### config.mk
export PLATFORM = sky130hd
export DESIGN_NAME = cmsq_sequencer
export DESIGN_NICKNAME = d
export VERILOG_FILES = /design/src/cmsq_sequencer.v /design/src/cmsq_step_timer.v
export VERILOG_INCLUDE_DIRS = /design/src
export SDC_FILE = /design/constraint.sdc
export NUM_CORES = 2
export LEC_CHECK = 0
export ABC_CLOCK_PERIOD_IN_PS = 29700
export BUFFER_PORTS_ARGS = -buffer_cell sky130_fd_sc_hd__buf_2
export CAP_MARGIN = 20
export CORE_ASPECT_RATIO = 1.1
export CORE_MARGIN = 8
export CORE_UTILIZATION = 65
export DETAILED_ROUTE_END_ITERATION = 10
export MAX_ROUTING_LAYER = met4
export PLACE_DENSITY = 0.8
export SYNTH_ARGS = -nofsm -noshare
export SYNTH_HDL_FRONTEND = slang
export SYNTH_HIERARCHICAL = 1
export SYNTH_SLANG_ARGS = --single-unit
### constraint.sdc
create_clock -name SYS_CLK -period 29.7 [get_ports SYS_CLK]
set_input_delay 2.97 -clock SYS_CLK [delete_from_list [all_inputs] [get_ports SYS_CLK]]
set_output_delay 2.97 -clock SYS_CLK [all_outputs]
set_load 0.01 [all_outputs]
### src/cmsq_defines.vh
// Purpose: shared constants of the capacitive sensor mode sequencer
// Assumes: 32-bit AHB-Lite register bus, word aligned registers
// Notes: definitions only, no logic
`ifndef CMSQ_DEFINES_VH
`define CMSQ_DEFINES_VH

// ****************************************************************
// register byte offsets
// ****************************************************************
`define CMSQ_ADDR_CMD 8'h00
`define CMSQ_ADDR_CFG02 8'h04
`define CMSQ_ADDR_CFG12 8'h08
`define CMSQ_ADDR_CFG19 8'h0C
`define CMSQ_ADDR_STATUS 8'h10
`define CMSQ_ADDR_SENSOR 8'h14
`define CMSQ_ADDR_TEMP 8'h18
`define CMSQ_ADDR_SPAN 8'h1C
`define CMSQ_ADDR_TCOEF 8'h20

// ****************************************************************
// command opcodes
// ****************************************************************
`define CMSQ_OP_ENTER_CM 8'hA9
`define CMSQ_OP_BEGIN_NOM 8'hA8
`define CMSQ_OP_MEASURE 8'hAA
`define CMSQ_OP_CYCLIC 8'hAB

// ****************************************************************
// configuration word fields
// ****************************************************************
`define CMSQ_CYC_HI 14
`define CMSQ_CYC_LO 12
`define CMSQ_ADCB_HI 7
`define CMSQ_ADCB_LO 6
`define CMSQ_NOISE_BIT 8
`define CMSQ_SETYPE_BIT 15
`define CMSQ_PIN_HI 1
`define CMSQ_PIN_LO 0

// ****************************************************************
// resolution codes and bit counts
// ****************************************************************
`define CMSQ_RES_12 2'h0
`define CMSQ_RES_14 2'h1
`define CMSQ_RES_16 2'h2
`define CMSQ_RES_MIN_BITS 5'h0C
`define CMSQ_TEMP_RES `CMSQ_RES_14

// ****************************************************************
// timing (figures in their own unit, cycles derived)
// ****************************************************************
`define CMSQ_CLK_MHZ 200
`define CMSQ_SLEEP_UNIT_US 1000
`define CMSQ_SLEEP_UNIT_CYC (`CMSQ_SLEEP_UNIT_US * `CMSQ_CLK_MHZ)
`define CMSQ_BOOT_LOAD_NS 400
`define CMSQ_BOOT_LOAD_CYC ((`CMSQ_BOOT_LOAD_NS * `CMSQ_CLK_MHZ + 999) / 1000)
`define CMSQ_STEP_BASE_CYC 64

// ****************************************************************
// math
// ****************************************************************
`define CMSQ_COEF_SHIFT 14
`define CMSQ_OUT_MAX 24'h7FFFFF
`define CMSQ_OUT_MIN 24'h800000

`endif

### src/cmsq_sequencer.v
// Purpose: mode control and measurement sequencing of a capacitive sensor conditioner
// Assumes: converter sample is valid on ADC_RESULT when a step ends
// Notes: registers reached over AHB-Lite; config words load from nonvolatile defaults
// Operation
// idle low power after command, keep listening
// sleep mode: wake, execute, publish, sleep
// power-on: core on, load config, sleep
// cyclic wake after interval from word 02
// command mode only if first command
// command mode stays active until normal command
// command mode accepts all; measures on request (the cyclic opcode is ignored while in command mode)
// route sensor pin per word 19 field
// single-ended grounds the reference electrode
// noise bit selects amplifier bias current
// multiplexer picks sensor or temperature input
// full request runs every step automatically
// sensor resolution programmable 12 to 18
// temperature always converted at 14 bits
// conversion: autozero, sensor, temperature, math
// math applies autozero, span, temperature terms
// cyclic mode drives density modulated output
// resolution field in word 12, default 16
// type bit clear differential, set single-ended
// saturate overflow and flag in status
// reset defaults to normal sleep mode
// late enter-command opcode changes nothing
`timescale 1ns/10ps
`include "cmsq_defines.vh"
module cmsq_sequencer #(
   parameter SLEEP_UNIT_CYC = `CMSQ_SLEEP_UNIT_CYC,
   parameter STEP_BASE_CYC = `CMSQ_STEP_BASE_CYC,
   parameter [15:0] NVM_CFG02 = 16'h1000,
   parameter [15:0] NVM_CFG12 = 16'h0080,
   parameter [15:0] NVM_CFG19 = 16'h0001,
   parameter [15:0] NVM_SPAN = 16'h4000,
   parameter [31:0] NVM_TCOEF = 32'h0000_0000
) (
   input wire SYS_CLK,
   input wire RESETN,
   input wire HSEL,
   input wire [7:0] HADDR,
   input wire [1:0] HTRANS,
   input wire HWRITE,
   input wire [2:0] HSIZE,
   input wire [31:0] HWDATA,
   input wire HREADY,
   output reg [31:0] HRDATA,
   output reg HREADYOUT,
   output reg HRESP,
   input wire [17:0] ADC_RESULT,
   output reg CORE_POWER_EN,
   output reg [1:0] SENSOR_PIN_SELECT,
   output reg REF_ELECTRODE_GND,
   output reg BIAS_HIGH,
   output reg MUX_TEMP,
   output reg [4:0] ADC_BITS,
   output reg PDM_OUT,
   output reg BUSY
);

   // ****************************************************************
   // states
   // ****************************************************************
   localparam [2:0] ST_BOOT = 3'h0; // core domain on, loading config
   localparam [2:0] ST_SLEEP = 3'h1; // core off, bus still listening
   localparam [2:0] ST_ACTIVE = 3'h2; // command mode, core kept on
   localparam [2:0] ST_AZ = 3'h3; // auto-zero step
   localparam [2:0] ST_SENS = 3'h4; // sensor step
   localparam [2:0] ST_TEMP = 3'h5; // temperature step
   localparam [2:0] ST_MATH = 3'h6; // correction and publish

   reg [2:0] state; // sequencer state
   reg [15:0] boot_count; // boot load timer
   reg cmd_mode; // command mode latched
   reg first_cmd; // no command seen since reset
   reg cyclic; // cyclic normal operation
   reg [31:0] sleep_count; // cyclic wake timer
   reg [15:0] cfg02; // loaded configuration words
   reg [15:0] cfg12;
   reg [15:0] cfg19;
   reg [15:0] span; // span coefficient
   reg [31:0] tcoef; // first order low, second order high
   reg [17:0] az_raw; // captured samples
   reg [17:0] sens_raw;
   reg [17:0] temp_raw;
   reg [23:0] sens_out; // corrected sensor value
   reg saturated; // last result clipped
   reg [16:0] pdm_acc; // density modulator accumulator
   reg step_start; // pulse to the step timer
   reg rd_pend; // read waiting for its data cycle
   reg [7:0] ph_addr; // data phase address
   reg ph_write; // data phase is a write
   wire step_done; // step timer finished
   wire addr_ok; // valid address phase
   wire wr_fire; // write lands this cycle
   wire [7:0] op; // written opcode
   reg [31:0] rd_mux; // read data selection
   reg [47:0] math_sum; // correction result before clipping
   wire [24:0] sat_res; // clipped result, clip flag on top

   // ****************************************************************
   // helpers
   // ****************************************************************
   // clip a wide signed value into the output range
   function [24:0] cmsq_sat;
      input [47:0] v;
      begin
         if ($signed(v) > $signed({24'h0, `CMSQ_OUT_MAX}))
            cmsq_sat = {1'b1, `CMSQ_OUT_MAX};
         else if ($signed(v) < $signed({{24{1'b1}}, `CMSQ_OUT_MIN}))
            cmsq_sat = {1'b1, `CMSQ_OUT_MIN};
         else
            cmsq_sat = {1'b0, v[23:0]};
      end
   endfunction

   // resolution code to bit count
   function [4:0] cmsq_bits;
      input [1:0] code;
      begin
         cmsq_bits = `CMSQ_RES_MIN_BITS + {2'h0, code, 1'b0};
      end
   endfunction

   assign addr_ok = HSEL & HTRANS[1] & HREADY;
   assign wr_fire = ph_write;
   assign op = HWDATA[7:0];
   assign sat_res = cmsq_sat(math_sum);

   // ****************************************************************
   // step timer
   // ****************************************************************
   cmsq_step_timer #(
      .BASE_CYC(STEP_BASE_CYC)
   ) u_timer (
      .clk(SYS_CLK),
      .resetn(RESETN),
      .start(step_start),
      .res_code((state == ST_TEMP) ? `CMSQ_TEMP_RES : cfg12[`CMSQ_ADCB_HI:`CMSQ_ADCB_LO]),
      .done(step_done)
   );

   // ****************************************************************
   // correction math
   // ****************************************************************
   // fixed point terms; wide sum keeps overflow visible for clipping
   always @* begin
      math_sum = 48'h0;
      math_sum = (($signed({30'h0, sens_raw}) - $signed({30'h0, az_raw}))
         * $signed({{32{span[15]}}, span})) >>> `CMSQ_COEF_SHIFT;
      math_sum = $signed(math_sum) + ((($signed({30'h0, temp_raw}) - $signed({30'h0, az_raw}))
         * $signed({{32{tcoef[15]}}, tcoef[15:0]})) >>> `CMSQ_COEF_SHIFT);
      math_sum = $signed(math_sum) + (($signed({30'h0, temp_raw}) * $signed({30'h0, temp_raw})
         * $signed({{32{tcoef[31]}}, tcoef[31:16]})) >>> (2 * `CMSQ_COEF_SHIFT));
   end

   // ****************************************************************
   // bus slave
   // ****************************************************************
   // reads take one wait cycle so a write just before is seen
   always @(posedge SYS_CLK or negedge RESETN) begin
      if (!RESETN) begin
         HRDATA <= 32'h0;
         HREADYOUT <= 1'b1;
         HRESP <= 1'b0;
         rd_pend <= 1'b0;
         ph_addr <= 8'h0;
         ph_write <= 1'b0;
      end else begin
         HRESP <= 1'b0; // always okay
         ph_write <= 1'b0;
         rd_pend <= 1'b0;
         if (rd_pend) begin
            HRDATA <= rd_mux;
            HREADYOUT <= 1'b1;
         end else if (addr_ok) begin
            ph_addr <= HADDR;
            ph_write <= HWRITE;
            if (!HWRITE) begin
               rd_pend <= 1'b1;
               HREADYOUT <= 1'b0;
            end
         end
      end
   end

   // read selection; unmapped offsets read zero
   always @* begin
      rd_mux = 32'h0;
      case (ph_addr)
         `CMSQ_ADDR_CFG02: rd_mux = {16'h0, cfg02};
         `CMSQ_ADDR_CFG12: rd_mux = {16'h0, cfg12};
         `CMSQ_ADDR_CFG19: rd_mux = {16'h0, cfg19};
         `CMSQ_ADDR_STATUS: rd_mux = {24'h0, saturated, cyclic, first_cmd, cmd_mode,
            BUSY, state};
         `CMSQ_ADDR_SENSOR: rd_mux = {8'h0, sens_out};
         `CMSQ_ADDR_TEMP: rd_mux = {14'h0, temp_raw};
         `CMSQ_ADDR_SPAN: rd_mux = {16'h0, span};
         `CMSQ_ADDR_TCOEF: rd_mux = tcoef;
         default: rd_mux = 32'h0;
      endcase
   end

   // ****************************************************************
   // mode and measurement sequencer
   // ****************************************************************
   always @(posedge SYS_CLK or negedge RESETN) begin
      if (!RESETN) begin
         state <= ST_BOOT;
         boot_count <= 16'h0;
         cmd_mode <= 1'b0;
         first_cmd <= 1'b1;
         cyclic <= 1'b0;
         sleep_count <= 32'h0;
         cfg02 <= 16'h0;
         cfg12 <= 16'h0;
         cfg19 <= 16'h0;
         span <= 16'h0;
         tcoef <= 32'h0;
         az_raw <= 18'h0;
         sens_raw <= 18'h0;
         temp_raw <= 18'h0;
         sens_out <= 24'h0;
         saturated <= 1'b0;
         step_start <= 1'b0;
      end else begin
         step_start <= 1'b0;
         // configuration writes accepted in command mode only
         if (wr_fire && cmd_mode) begin
            case (ph_addr)
               `CMSQ_ADDR_CFG02: cfg02 <= HWDATA[15:0];
               `CMSQ_ADDR_CFG12: cfg12 <= HWDATA[15:0];
               `CMSQ_ADDR_CFG19: cfg19 <= HWDATA[15:0];
               `CMSQ_ADDR_SPAN: span <= HWDATA[15:0];
               `CMSQ_ADDR_TCOEF: tcoef <= HWDATA;
               default: ;
            endcase
         end
         case (state)
            ST_BOOT: begin
               // load interface config, then power down
               if (boot_count == `CMSQ_BOOT_LOAD_CYC - 1) begin
                  cfg02 <= NVM_CFG02;
                  cfg12 <= NVM_CFG12;
                  cfg19 <= NVM_CFG19;
                  span <= NVM_SPAN;
                  tcoef <= NVM_TCOEF;
                  state <= ST_SLEEP;
               end else begin
                  boot_count <= boot_count + 16'h1;
               end
            end
            ST_SLEEP, ST_ACTIVE: begin
               if (wr_fire && ph_addr == `CMSQ_ADDR_CMD) begin
                  // any written opcode ends the first-command window
                  first_cmd <= 1'b0;
                  case (op)
                     `CMSQ_OP_ENTER_CM: begin
                        if (first_cmd) begin
                           cmd_mode <= 1'b1;
                           cyclic <= 1'b0;
                           state <= ST_ACTIVE;
                        end
                     end
                     `CMSQ_OP_BEGIN_NOM: begin
                        cmd_mode <= 1'b0;
                        state <= ST_SLEEP;
                     end
                     `CMSQ_OP_MEASURE: begin
                        state <= ST_AZ;
                        step_start <= 1'b1;
                     end
                     `CMSQ_OP_CYCLIC: begin
                        if (!cmd_mode) begin
                           cyclic <= 1'b1;
                           state <= ST_AZ;
                           step_start <= 1'b1;
                        end
                     end
                     default: ;
                  endcase
               end else if (state == ST_SLEEP && cyclic) begin
                  // autonomous wake after the selected interval
                  if (sleep_count == 32'h0) begin
                     state <= ST_AZ;
                     step_start <= 1'b1;
                  end else begin
                     sleep_count <= sleep_count - 32'h1;
                  end
               end
            end
            ST_AZ: begin
               if (step_done) begin
                  az_raw <= ADC_RESULT;
                  state <= ST_SENS;
                  step_start <= 1'b1;
               end
            end
            ST_SENS: begin
               if (step_done) begin
                  sens_raw <= ADC_RESULT;
                  state <= ST_TEMP;
                  step_start <= 1'b1;
               end
            end
            ST_TEMP: begin
               if (step_done) begin
                  temp_raw <= ADC_RESULT;
                  state <= ST_MATH;
               end
            end
            ST_MATH: begin
               sens_out <= sat_res[23:0];
               saturated <= sat_res[24];
               sleep_count <= (SLEEP_UNIT_CYC << cfg02[`CMSQ_CYC_HI:`CMSQ_CYC_LO]) - 1;
               state <= cmd_mode ? ST_ACTIVE : ST_SLEEP;
            end
            default: state <= ST_SLEEP;
         endcase
      end
   end

   // ****************************************************************
   // analog controls, all registered
   // ****************************************************************
   always @(posedge SYS_CLK or negedge RESETN) begin
      if (!RESETN) begin
         CORE_POWER_EN <= 1'b0;
         SENSOR_PIN_SELECT <= 2'h0;
         REF_ELECTRODE_GND <= 1'b0;
         BIAS_HIGH <= 1'b0;
         MUX_TEMP <= 1'b0;
         ADC_BITS <= 5'h0;
         BUSY <= 1'b0;
      end else begin
         CORE_POWER_EN <= (state != ST_SLEEP);
         SENSOR_PIN_SELECT <= cfg19[`CMSQ_PIN_HI:`CMSQ_PIN_LO];
         REF_ELECTRODE_GND <= cfg12[`CMSQ_SETYPE_BIT];
         BIAS_HIGH <= cfg12[`CMSQ_NOISE_BIT];
         MUX_TEMP <= (state == ST_TEMP);
         ADC_BITS <= (state == ST_TEMP) ? cmsq_bits(`CMSQ_TEMP_RES) :
            cmsq_bits(cfg12[`CMSQ_ADCB_HI:`CMSQ_ADCB_LO]);
         BUSY <= (state >= ST_AZ) || (state == ST_BOOT);
      end
   end

   // ****************************************************************
   // density modulated output
   // ****************************************************************
   // first order modulator on the top 16 bits, offset to unsigned
   always @(posedge SYS_CLK or negedge RESETN) begin
      if (!RESETN) begin
         pdm_acc <= 17'h0;
         PDM_OUT <= 1'b0;
      end else if (cyclic && !cmd_mode) begin
         pdm_acc <= {1'b0, pdm_acc[15:0]} + {1'b0, ~sens_out[23], sens_out[22:8]};
         PDM_OUT <= pdm_acc[16];
      end else begin
         pdm_acc <= 17'h0;
         PDM_OUT <= 1'b0;
      end
   end
endmodule

### src/cmsq_step_timer.v
// Purpose: times one converter step at the selected resolution
// Assumes: start is a one-cycle pulse while idle
// Notes: each two extra bits of resolution quadruple the step length
`timescale 1ns/10ps
module cmsq_step_timer #(
   parameter BASE_CYC = 64
) (
   input wire clk,
   input wire resetn,
   input wire start,
   input wire [1:0] res_code,
   output reg done
);
`include "cmsq_defines.vh"

   reg [31:0] count; // cycles left in the running step
   reg running; // a step is in progress

   // ****************************************************************
   // step counter
   // ****************************************************************
   always @(posedge clk or negedge resetn) begin
      if (!resetn) begin
         count <= 32'h0;
         running <= 1'b0;
         done <= 1'b0;
      end else begin
         done <= 1'b0;
         if (start && !running) begin
            // length grows fourfold per resolution code
            count <= (BASE_CYC << {res_code, 1'b0}) - 1;
            running <= 1'b1;
         end else if (running) begin
            if (count == 32'h0) begin
               running <= 1'b0;
               done <= 1'b1;
            end else begin
               count <= count - 32'h1;
            end
         end
      end
   end
endmodule

==> results.toml <==
[status]
status = "complete, no violations"

[worst_setup_path]
max_stage_delay_ns = 1.07
path_max_fanout = 17
path_delay_family = "adder cells"
r2r_slack_ns = 13.38
worstPathRequired_ns = 30.19
critPathBufInv = 8
slowest_stage = "dfrtp_1"
crit_arrival_ns = 16.81
crit_path_end_kind = "flip-flop"
start_kind = "flip-flop"
path_class = "flip-flop to flip-flop"
crit_path_frequent_cell = "fa_1"

[sta]
worst_slew_margin_rel_pct = 23.6
finalCritPeriodShare_pct = 54.9
rsz0062_at_grt = "false"
period_minus_slack_ns = 16.32
fmax_mhz = 61.3
setup_violations = 0
finalHoldViolations = 0
tightest_slew_ns = 1.14
setup_tns_ns = 0
slew_viol_final = 0
fin_skew_ns = 0.0332

[finish]
fin_nets = 9120
synthToLayoutAreaGrowth_pct = 5.16
final_cell_area_sq_um = 69700
drive_gt1_share_pct = 6.31
final_util_pct = 68.5

[logic_synthesis]
ys.flop_type = "dfrtp_1"
ys_top_cells_by_area = "fa_1, dfrtp_1, ha_1"
synth_edf_count = 0
synth_area_leader_cell = "fa_1"
yosysSeqAreaShare_pct = 12.7
synth_cell_types = 87
yosysWarningCount = 6
avgSynthCellArea_sq_um = 9.06
yosys.area.top_type_share_pct = 39.4
ys_seq_elements = 335
netlist_area_sq_um = 66300
synthCells = 7311
async_flop_share_pct = 100

[cts]
cts_resized = 0
post_cts_buffers = 0
cts_buffer_depth = 3
cts-buffers-inserted = 36
cts_tree = "built"
hold_buffers = 0
h-tree-depth = 2
cts.sinks = 335
ctsRootBufferMaster = "clkbuf_16"
clkTransAtPathRegs_ns = 0.07
worstSkewPairLatency_ns = 0.58

[route]
first_pass_iters = 8
postRouteAntennaNets = 0
drc_errors = 0
drt-initial-drc-count = 4134
num_vias = 50700
viasPerCell = 5.86
wirelength_um = 174000
wl_per_cell_um = 20.2

[floorplanning]
io_pins = 115
core_sq_um = 102000
start_util_pct = 65.1
rows = 123
die_h_um = 351
fp.dieW_um = 320
dieArea_sq_um = 112000

[global_routing]
grt_pass1_vias = 55800
grt_pass1_wl_um = 285000
antenna_found_initial = 11
grt_overflow = 0
grt_max_degree = 134
grtUsageTotal_pct = 33.0

[placed_design]
globalplace.congestion = 0.961
placed_cell_area_sq_um = 68400
dp_hpwl_um = 136000
io_buffers = 108

[min_path]
worstHoldPathType = "flip-flop to flip-flop"

[run]
maxCapViolCount = 0
## logic make-up after synthesis
| logic type | synth area share, % |
|---|---|
| and+or+nand+nor | 15.7 |
| buffers and inverters | 10.8 |
| adders and majority gates | 48.9 |
| AOI/OAI and AO/OA | 6.95 |
| DFF | 12.7 |
| xor gates and xnor gates | 3.23 |
| muxes | 1.69 |
| other | 0.00566 |
## metal layers
metal | vias to the layer above | track usage (%) | wire length (um)
met4 | 0 | 17.4 | 11400
met2 | 2366 | 54.6 | 84400
li1 | 22000 | - | -
met3 | 736 | 6.80 | 16200
met1 | 25600 | 38.0 | 62500
met5 | - | - | 0
## worst paths after layout
path / to / cells past startpoint / startpoint
setup reg to reg: sens_out[23]$_DFFE_PN0P_ / 51 / temp_raw[9]$_DFFE_PN0P_
max in group asynchronous: temp_raw[3]$_DFFE_PN0P_ / 2 / RESETN
min in group asynchronous: PDM_OUT$_DFF_PN0_ / 1 / RESETN
hold / removal: SENSOR_PIN_SELECT[0]$_DFF_PN0_ / 0 / cfg19[0]$_DFF_PN0_
setup / recovery: sens_out[23]$_DFFE_PN0P_ / 51 / temp_raw[9]$_DFFE_PN0P_
hold reg to reg: SENSOR_PIN_SELECT[0]$_DFF_PN0_ / 0 / cfg19[0]$_DFF_PN0_
## synthesized netlist by cell type, types with 30 or more instances
| master | n |
|---|---|
| o21ai_0 | 134 |
| nor2b_1 | 71 |
| nand2_1 | 1108 |
| clkbuf_1 | 337 |
| mux2_2 | 88 |
| a21oi_1 | 258 |
| dfrtp_1 | 333 |
| ha_1 | 504 |
| nor2_1 | 193 |
| and3_1 | 30 |
| nand2b_1 | 74 |
| nor3_1 | 68 |
| inv_1 | 1557 |
| o21a_1 | 36 |
| fa_1 | 1305 |
| xor2_1 | 71 |
| and2_1 | 455 |
| nand3_1 | 82 |
| xnor2_1 | 171 |
| a21o_1 | 52 |
## flip-flops by register name (all words and copies together), names as in the netlist, 16 cells and up
name	count
cfg19	16
u_timer/count	32
sens_out	24
span	16
tcoef	32
temp_raw	18
az_raw	18
pdm_acc	17
boot_count	16
sens_raw	18
cfg12	16
HRDATA	32
cfg02	16
sleep_count	32
## cells in the final DEF (no fill, tap or decap), types with 16 or more instances in the layout
cell	instances
a222oi_1	18
or2_2	16
fa_1	1305
a22oi_1	17
nand4_1	19
o21bai_1	21
nand3_1	82
ha_1	504
nor2_1	192
buf_2	107
xor2_1	65
a21o_1	52
clkbuf_16	36
xnor2_1	156
o21ai_0	134
o22ai_1	26
mux2_2	88
nor3_1	68
nand2b_1	74
buf_4	128
o211ai_1	16
inv_1	1557
nor4_1	24
nand2_1	1107
a21oi_1	258
and3_1	30
a211oi_1	20
and2_1	455
nor2b_1	70
dfrtp_1	327
o21a_1	36
## area by class of cell
type,instances,area (sq um)
tap,1375,1720
timing repair buffer,240,1570
multi-input combinational,5071,50900
clock inverter,17,228
fill,7723,32100
antenna,7,17.5
clock buffer,47,1000
inverter,1559,5850
sequential,335,8390
## through the flow
| stage | worst slack (ns) | instances | hold slack [ns] |
|---|---|---|---|
| 2_1_floorplan | 15.65 | 7312 | 0.369 |
| 3_3_place_gp | 13.75 | 8575 | 0.387 |
| 3_5_place_dp | 13.58 | 8577 | 0.391 |
| 4_1_cts | 13.57 | 8641 | 0.407 |
| 5_1_grt | 12.64 | 8651 | 0.428 |
| 6_report | 13.38 | 8651 | 0.406 |
Power is not shown: default switching activity piles up to over one toggle a cycle in this logic, so the estimate is an artifact.
